<file path="src/ecrg_pkg.sv">
// shared constants and types for the egress cell routing glue
package ecrg_pkg;
  localparam int DATA_W = 16;
  localparam int ADDR_W = 5;
  // field positions inside the first prepend word
  localparam int ROUTE_BIT_POS = 15;
  localparam int ADDR_LSB = 0;
  // cell geometry in words (16-bit words by default)
  localparam int PREPEND_WORDS = 3;
  localparam int PAYLOAD_WORDS = 27;
  localparam int POSTPEND_WORDS = 2;
  localparam int MAX_PREPOST = 10;
  localparam int CNT_W = 6;
  localparam logic [CNT_W-1:0] CNT_RESET = 6'h00;
  localparam logic [ADDR_W-1:0] ADDR_RESET = 5'h00;

  typedef enum logic [2:0] {
    ECRG_IDLE    = 3'b000,
    ECRG_FETCH   = 3'b001,
    ECRG_PARSE   = 3'b011,
    ECRG_STRIP   = 3'b010,
    ECRG_WAIT    = 3'b110,
    ECRG_PAYLOAD = 3'b111,
    ECRG_POST    = 3'b101,
    ECRG_SWITCH  = 3'b100
  } ecrg_state_t;
endpackage

</file>
<file path="src/ecrg_sync.sv">
// three-stage synchroniser for a pin level
`timescale 1ns/10ps
module ecrg_sync (
  input wire logic ref_clk,
  input wire logic reset,
  input wire logic clk_en,
  input wire logic pin_in,
  output logic level_out
);
  typedef struct packed {
    logic [2:0] stage;
    logic level;
  } ecrg_sync_t;
  ecrg_sync_t st_ff;
  ecrg_sync_t nxt_st;

  always_comb begin
    nxt_st = st_ff;
    nxt_st.stage = {st_ff.stage[1:0], pin_in};
    // a change is accepted only once stages two and three agree
    if (st_ff.stage[1] == st_ff.stage[2]) begin
      nxt_st.level = st_ff.stage[2];
    end
  end

  always_ff @(posedge ref_clk) begin
    if (reset) begin
      st_ff <= '0;
    end else if (clk_en) begin
      st_ff <= nxt_st;
    end
  end

  assign level_out = st_ff.level;
endmodule

</file>
<file path="src/ecrg_top.sv">
// egress cell routing glue: routes processor cells to switch or phy ports
`timescale 1ns/10ps
module ecrg_top #(
  parameter int DATA_W = ecrg_pkg::DATA_W,
  parameter int PREPEND_WORDS = ecrg_pkg::PREPEND_WORDS,
  parameter int PAYLOAD_WORDS = ecrg_pkg::PAYLOAD_WORDS,
  parameter int POSTPEND_WORDS = ecrg_pkg::POSTPEND_WORDS
) (
  input wire logic ref_clk,
  input wire logic reset,
  input wire logic clk_en,
  input wire logic cell_out_available,
  input wire logic cell_out_first_word,
  input wire logic [DATA_W-1:0] cell_out_data,
  output logic cell_out_read_en,
  input wire logic sw_read_en,
  output logic sw_cell_available,
  output logic [DATA_W-1:0] sw_data,
  input wire logic phy_cell_space,
  output logic phy_write_en,
  output logic phy_first_word,
  output logic [ecrg_pkg::ADDR_W-1:0] phy_addr,
  output logic [DATA_W-1:0] phy_data,
  output logic route_to_switch
);
  // one global word count serves every cell; the first word is routing
  localparam logic [ecrg_pkg::CNT_W-1:0] PRE_LAST =
    ecrg_pkg::CNT_W'(PREPEND_WORDS - 2);
  // the read in the wait state fetches payload word one, so one less here
  localparam logic [ecrg_pkg::CNT_W-1:0] PAY_LAST =
    ecrg_pkg::CNT_W'(PAYLOAD_WORDS - 2);
  localparam logic [ecrg_pkg::CNT_W-1:0] POST_LAST =
    ecrg_pkg::CNT_W'(POSTPEND_WORDS - 1);

  typedef struct packed {
    ecrg_pkg::ecrg_state_t state;
    logic [ecrg_pkg::CNT_W-1:0] cnt;
    logic to_switch;
    logic [ecrg_pkg::ADDR_W-1:0] addr;
    logic wr_en;
    logic first;
    logic bus_pay;
    logic bus_first;
    logic hold;
    logic [DATA_W-1:0] data;
  } ecrg_top_t;

  ecrg_top_t st_ff;
  ecrg_top_t nxt_st;
  logic space_sync;
  logic glue_rd;

  // cell space comes from a phy pin, so it is synchronised
  ecrg_sync u_space_sync (
    .ref_clk(ref_clk),
    .reset(reset),
    .clk_en(clk_en),
    .pin_in(phy_cell_space),
    .level_out(space_sync)
  );

  always_comb begin
    nxt_st = st_ff;
    // a payload word reaches the bus one cycle after its read and is
    // registered one cycle later, so the strobes trail the read pipe
    nxt_st.wr_en = st_ff.bus_pay;
    nxt_st.first = st_ff.bus_first;
    nxt_st.bus_pay = 1'b0;
    nxt_st.bus_first = 1'b0;
    nxt_st.hold = 1'b0;
    nxt_st.data = cell_out_data;
    glue_rd = 1'b0;
    unique case (st_ff.state)
      ecrg_pkg::ECRG_IDLE: begin
        // availability still stands the cycle after the last postpend read
        if (!st_ff.hold && cell_out_available) begin
          nxt_st.state = ecrg_pkg::ECRG_FETCH;
        end
      end
      ecrg_pkg::ECRG_FETCH: begin
        glue_rd = 1'b1;
        nxt_st.state = ecrg_pkg::ECRG_PARSE;
      end
      ecrg_pkg::ECRG_PARSE: begin
        // read paused while the first word is on the bus
        if (cell_out_first_word) begin
          nxt_st.to_switch = cell_out_data[ecrg_pkg::ROUTE_BIT_POS];
          nxt_st.addr = cell_out_data[ecrg_pkg::ADDR_LSB +:
            ecrg_pkg::ADDR_W];
          nxt_st.cnt = ecrg_pkg::CNT_RESET;
          if (cell_out_data[ecrg_pkg::ROUTE_BIT_POS]) begin
            nxt_st.state = ecrg_pkg::ECRG_SWITCH;
          end else if (PREPEND_WORDS > 1) begin
            nxt_st.state = ecrg_pkg::ECRG_STRIP;
          end else begin
            nxt_st.state = ecrg_pkg::ECRG_WAIT;
          end
        end
      end
      ecrg_pkg::ECRG_STRIP: begin
        glue_rd = 1'b1;
        nxt_st.cnt = st_ff.cnt + 1'b1;
        if (st_ff.cnt == PRE_LAST) begin
          nxt_st.cnt = ecrg_pkg::CNT_RESET;
          nxt_st.state = ecrg_pkg::ECRG_WAIT;
        end
      end
      ecrg_pkg::ECRG_WAIT: begin
        // cell space is checked only after the last prepend word left
        if (space_sync) begin
          glue_rd = 1'b1;
          nxt_st.state = ecrg_pkg::ECRG_PAYLOAD;
          nxt_st.bus_pay = 1'b1;
          nxt_st.bus_first = 1'b1;
        end
      end
      ecrg_pkg::ECRG_PAYLOAD: begin
        glue_rd = 1'b1;
        nxt_st.bus_pay = 1'b1;
        nxt_st.cnt = st_ff.cnt + 1'b1;
        if (st_ff.cnt == PAY_LAST) begin
          nxt_st.cnt = ecrg_pkg::CNT_RESET;
          if (POSTPEND_WORDS > 0) begin
            nxt_st.state = ecrg_pkg::ECRG_POST;
          end else begin
            nxt_st.state = ecrg_pkg::ECRG_IDLE;
            nxt_st.hold = 1'b1;
          end
        end
      end
      ecrg_pkg::ECRG_POST: begin
        // postpend words are read but never strobed into the phy
        glue_rd = 1'b1;
        nxt_st.cnt = st_ff.cnt + 1'b1;
        if (st_ff.cnt == POST_LAST) begin
          nxt_st.cnt = ecrg_pkg::CNT_RESET;
          nxt_st.state = ecrg_pkg::ECRG_IDLE;
          nxt_st.hold = 1'b1;
        end
      end
      ecrg_pkg::ECRG_SWITCH: begin
        // the switch owns the read until the processor drops availability
        if (!cell_out_available) begin
          nxt_st.state = ecrg_pkg::ECRG_IDLE;
        end
      end
      default: begin
        nxt_st.state = ecrg_pkg::ECRG_IDLE;
      end
    endcase
  end

  // both sides run on ref_clk; no crossing is attempted here
  always_ff @(posedge ref_clk) begin
    if (reset) begin
      st_ff.state <= ecrg_pkg::ECRG_IDLE;
      st_ff.bus_pay <= 1'b0;
      st_ff.bus_first <= 1'b0;
      st_ff.hold <= 1'b0;
      st_ff.cnt <= ecrg_pkg::CNT_RESET;
      st_ff.to_switch <= 1'b0;
      st_ff.addr <= ecrg_pkg::ADDR_RESET;
      st_ff.wr_en <= 1'b0;
      st_ff.first <= 1'b0;
      st_ff.data <= '0;
    end else if (clk_en) begin
      st_ff <= nxt_st;
    end
  end

  // read enable is combinational so the fetch shows the cycle after idle
  always_comb begin
    if (st_ff.state == ecrg_pkg::ECRG_SWITCH) begin
      cell_out_read_en = sw_read_en;
    end else begin
      cell_out_read_en = glue_rd;
    end
  end

  assign sw_cell_available = (st_ff.state == ecrg_pkg::ECRG_SWITCH) &&
    cell_out_available;
  // same width on both sides, so data passes unchanged through one register
  // switch cells pass unchanged, so they keep their own framing
  assign sw_data = st_ff.data;
  assign phy_data = st_ff.data;
  assign phy_write_en = st_ff.wr_en;
  assign phy_first_word = st_ff.first;
  assign phy_addr = st_ff.addr;
  assign route_to_switch = st_ff.to_switch;
endmodule

</file>
<file path="config.mk">
export PLATFORM = sky130hd
export DESIGN_NAME = ecrg_top
export DESIGN_NICKNAME = d
export VERILOG_FILES = /design/src/ecrg_pkg.sv /design/src/ecrg_sync.sv /design/src/ecrg_top.sv
export SDC_FILE = /design/constraint.sdc
export NUM_CORES = 1
export LEC_CHECK = 0
export BUFFER_PORTS_ARGS = -buffer_cell sky130_fd_sc_hd__clkbuf_2
export CORE_MARGIN = 2
export CORE_UTILIZATION = 46
export CTS_CLUSTER_SIZE = 16
export DETAILED_ROUTE_END_ITERATION = 7
export PLACE_DENSITY = 0.76
export SLEW_MARGIN = 10
export SYNTH_ARGS = -nofsm -noshare
export SYNTH_HDL_FRONTEND = slang
export SYNTH_HIERARCHICAL = 1
export SYNTH_SLANG_ARGS = --single-unit
</file>
<file path="constraint.sdc">
create_clock -name ref_clk -period 1.7 [get_ports ref_clk]
set_input_delay 0.17 -clock ref_clk [delete_from_list [all_inputs] [get_ports ref_clk]]
set_output_delay 0.17 -clock ref_clk [all_outputs]
set_load 0.01 [all_outputs]
</file>
; ---- Word level (Yosys, flattened, before mapping)
; Index checks and enable logic that the tools add are counted.
[classes]
n_eq_ne = 17
reduce_logical = 10
addsub = 1
mux = 18
[ops]
columns = cell, n
row1 = $mux W9, 3
row2 = $pmux W3 S8, 1
row3 = $pmux W6 S4, 1
row4 = $mux W15, 1
row5 = $eq A3 B3 Y1 const B, 4
row6 = $mux W3, 4
row7 = $ne A2 B2 Y1 const B, 6
row8 = $reduce_and A8 Y1, 1
row9 = $add A6 B1 Y6 const B, 1
row10 = $eq A3 B2 Y1 const B, 2
row11 = $eq A6 B1 Y1 const B, 1
row12 = $eq A6 B5 Y1 const B, 1
row13 = $reduce_and A3 Y1, 2
row14 = $mux W1, 5
row15 = $pmux W1 S2, 2
row16 = $reduce_bool A4 Y1, 1
row17 = $reduce_or A4 Y1, 1
row18 = $eq A3 B1 Y1 const B, 1
row19 = $logic_not A3 Y1, 1
row20 = $logic_and A1 B1 Y1, 2
row21 = $mux W2, 1
row22 = $ne A2 B1 Y1 const B, 1
row23 = $reduce_and A2 Y1, 1
row24 = $eq A1 B1 Y1, 1
row25 = $logic_not A1 Y1, 1
[word_totals]
out_inout_bits = 42
reg_bits = 40

; ---- Longest topological paths before layout
[depth]
ltp_word = 4
ltp_mapped = 7
depth_no_buf = 7

; ---- Modules after synthesis
; The synthesis kept the hierarchy.
[modules_own_cells]
columns = module, seq_area_each_um2, area_each_um2, n_inst, cells_each
row1 = ecrg_top, 720.7, 1913.1, 1, 205
row2 = ecrg_sync, 80.1, 171.4, 1, 16

; ---- Worst setup path after synthesis
; OpenSTA, ideal clock, no wires.
[synth_timing]
path_kind = flip-flop to flip-flop
from = reg st_ff[27] in the netlist's numbering
to = reg st_ff[34] in the netlist's numbering
synth_period_minus_slack_ns = 1.628
setup_slack_ns = 0.072
arrival_time_ns = 1.537
n_path_buf = 0
setup_ns = 0.091
stages_incl_launch_ff = 7
path_cell_list = dfxtp_1 > ha_1 > or3b_4 > o21ai_2 > o22a_4 > a21oi_1 > a311oi_1
[synth_via]
elab_chain_len = 3
elab_cells_between_ends = 6
[synth_rtl]
columns = element, line
row1 = start: declaration, ecrg_top.sv:48  ; ecrg_top_t st_ff;
row2 = start signal: assignment, ecrg_top.sv:167  ; st_ff <= nxt_st;
row3 = $eq A6 B1 Y1 / $eq A6 B5 Y1 (equally long branches), "ecrg_top.sv:103, ecrg_top.sv:135, ecrg_top.sv:121"
row4 = $ne A2 B2 Y1 (no line), --
row5 = $reduce_and A8 Y1 (no line) *, --
; Mark *: on every way between the ends. The rest lies on a longest branch, timed or not.
; A chain may end at the register's enable or synchronous reset.

; ---- Final worst setup path
[layout_timing]
from = reg st_ff[28] in the netlist's numbering
to = reg st_ff[35] in the netlist's numbering
; Same word-level chain as after synthesis.

==> results.yml <==
status:
  status: "complete, no violations"
yosys:
  synth_most_common_cell: "dfxtp_1"
  ys_seq_elements: 40
  synthTopCellsByCount: "dfxtp_1, buf_4, nor2_1"
  synth_cells: 221
  syn_area_per_cell_um2: 9.43
  post_synth_main_area_contributors: "dfxtp_1, buf_4, mux2i_1, nor2_1, xnor2_1"
  synth.top_cell.area_share_pct: 38.4
  synth_top_area_cell: "dfxtp_1"
  seq_area_frac_synth_pct: 38.4
  synth_edf_count: 0
  async_reset_ff_share_pct: 0
  ys_types: 44
  syn-cell-area_um2: 2080
  ys.flop_type: "dfxtp_1"
  synth_fp_nets: 246
  ys_warn_count: 6
timing:
  fmax_ghz: 0.591
  final_max_slew_viol_count: 0
  finalCritPeriodShare_pct: 99.6
  slew_headroom_pct: 66.9
  skew_ns: 0.00495
  finalCriticalPeriod_ns: 1.69
  finalWorstSetupSlack_ns: 0.00668
  worst_pin_slew_ns: 0.496
  setup_viol: 0
  rsz0062_at_grt: "true"
  fin_setup_tns_ns: 0
  hold_viol_final: 0
finish:
  drive_gt1_share_pct: 41.0
  final_area_um2: 2370
  n_antenna_cell: 0
  nets: 286
  syn_to_final_growth_pct: 13.9
power_and_ir_drop:
  clockPowerShare_pct: 27.4
  power_frac_seq_pct: 44.4
  leakage_nw: 1.13
  finalPower_mw: 2.40
  intPower_mw: 1.69
  combPwrFrac_pct: 28.2
  peakVddDrop_v: 0.000664
  swShare_pct: 29.7
  p_switching_mw: 0.714
  powerDensity_nw_per_um2: 1010
clocking:
  clk_pin_slew_ns: 0.07
  ctsLongestPathBuffers: 2
  root_buffer: "clkbuf_8"
  cts.hold.buffers_added: 0
  cts_buffers: 5
  htreeDepth: 2
  worstSkewPairLatency_ns: 0.28
  cts_sinks: 40
  cts_tree: "yes"
global_routing:
  grt_max_degree: 25
  antenna_found_initial: 0
  grt_remaining_overflow: 0
  grt_pass1_wl_mm: 6.62
  grt_pass1_vias: 1518
  gr-usage-all-layers_pct: 16.1
placed_design:
  hpwl_mm: 2.85
  place_area_um2: 2230
  place_ws_ns: -0.0677
  io_buffers: 64
  place_congestion: 0.805
critical_path:
  cp-start-kind: "flip-flop"
  arrival_ns: 1.88
  crit_path_cell_trace: "inv_2 -> ha_4 -> or3b_4 -> o21ai_2 -> o22a_4 -> a21oi_1 -> a311oi_2"
  crit_path_top_delay_cell: "or3b_4"
  critPathTopFamily: "compound AO/OA/AOI/OAI gates"
  worstPathRequired_ns: 1.89
  slowest_delay_ns: 0.39
  critPathCaptureType: "flip-flop"
  crit_fanout: 7
  crit_buf_inv: 1
  critPathKind: "reg2reg"
routing:
  num_vias: 1578
  wl_per_cell_um: 12.7
  route.detailed.drc: 0
  drt_first_pass_iters: 4
  first_iter_violations: 69
  ant_nets: 0
  wl_mm: 3.99
  via_per_inst: 5.04
floorplanning:
  initial_core_util_pct: 47.9
  die_area_um2: 5090
  io-pin-count: 65
  chipHeight_um: 71.3
  die_x_um: 71.3
  fp-row-count: 24
  coreArea_um2: 4350
worst_hold_path:
  holdCritPathClass: "in2reg"
flow_run:
  maxCapViolations: 0
## timing repair
action / in CTS / in global routing
pin swaps: 6 / 4
buffers inserted: 2 / 0
setup endpoints to repair: 2 / 16
gates resized for setup: 5 / 5
## state kept, by name, indices dropped and copies added, names as in the netlist
register                count
nxt_st                      2
phy_addr                    5
phy_data                   16
phy_first_word              1
phy_write_en                1
route_to_switch             1
st_ff                      10
u_space_sync/level_out      1
u_space_sync/nxt_st         2
u_space_sync/st_ff          1
## cell families (layout without fill, tap and decap cells)
group                    Yosys count  count (layout)  synth area share (%)
AND/OR/NAND/NOR                   64              64                  15.8
AO/OA/AOI/OAI                     28              28                  11.0
XOR/XNOR                           6               6                  2.52
flip-flops                        40              40                  38.4
multiplexers                      28              28                  13.4
buffers and inverters             53              93                  17.6
adder cells (fa/ha/maj)            2               2                  1.20
## final timing paths
kind	startpoint	end	slack, ns	depth (start not counted)
setup / recovery	st_ff[28]	st_ff[35]	0.007	7
hold / removal	cell_out_data[8]	phy_data[8]	0.12	3
setup reg to reg	st_ff[28]	st_ff[35]	0.007	7
hold reg to reg	nxt_st[20]	nxt_st[20]	0.48	2
## metal layers
metal,track usage [%],part of all wire (%),wire (um),vias up
met2,29.1,49,1960,58
met4,6.08,2.0,79,0
met3,4.08,5.7,229,9
li1,-,-,-,798
met1,18.2,43,1720,713
met5,0,0,0,-
## cell type report
class                      instances  area [um2]
sequential                        40         806
timing repair buffer              81         448
tap                               52        65.1
fill                             403        1980
inverter                           5        18.8
clock buffer                       7        96.3
multi-input combinational        128         940
## stage by stage
stage          utilization [%]  instances  hold slack [ns]
3_3_place_gp              51.3        304            0.405
6_report                  54.5        313            0.119
2_1_floorplan                -        221            0.242
5_1_grt                   54.5        313            0.127
3_5_place_dp              51.3        304            0.415
4_1_cts                   54.2        313            0.112
## power groups by stage
| stage | Clock, mW | Sequential (mW) | Combinational, mW |
|---|---|---|---|
| 3_5_place_dp | 0 | 1.08 | 0.629 |
| 2_1_floorplan | 0 | 1.05 | 0.496 |
| 5_1_grt | 0.724 | 1.08 | 0.744 |
| 3_3_place_gp | 0 | 1.07 | 0.615 |
| 4_1_cts | 0.688 | 1.06 | 0.661 |
| 6_report | 0.660 | 1.07 | 0.677 |
## layout by cell type, fill, tap and decap left out, types with 2 or more instances in the layout
cell      count
nor4b_1       2
o21ai_1       2
nand2b_1      5
dfxtp_2       4
clkbuf_8      7
mux2i_1      28
xnor2_1       6
nor2_1       37
buf_4        17
nand2_1       5
a21oi_1       7
inv_1         3
nand3_1       2
a22oi_1       2
clkbuf_2     64
o21ai_0       2
dfxtp_1      36
nor3_1        3
inv_2         2
## worst min-delay path, stage by stage
cell and delay (ns):
clkbuf_2 0.07, mux2i_1 0.05, nor2_1 0.07
(Power assumes the default switching activity.)
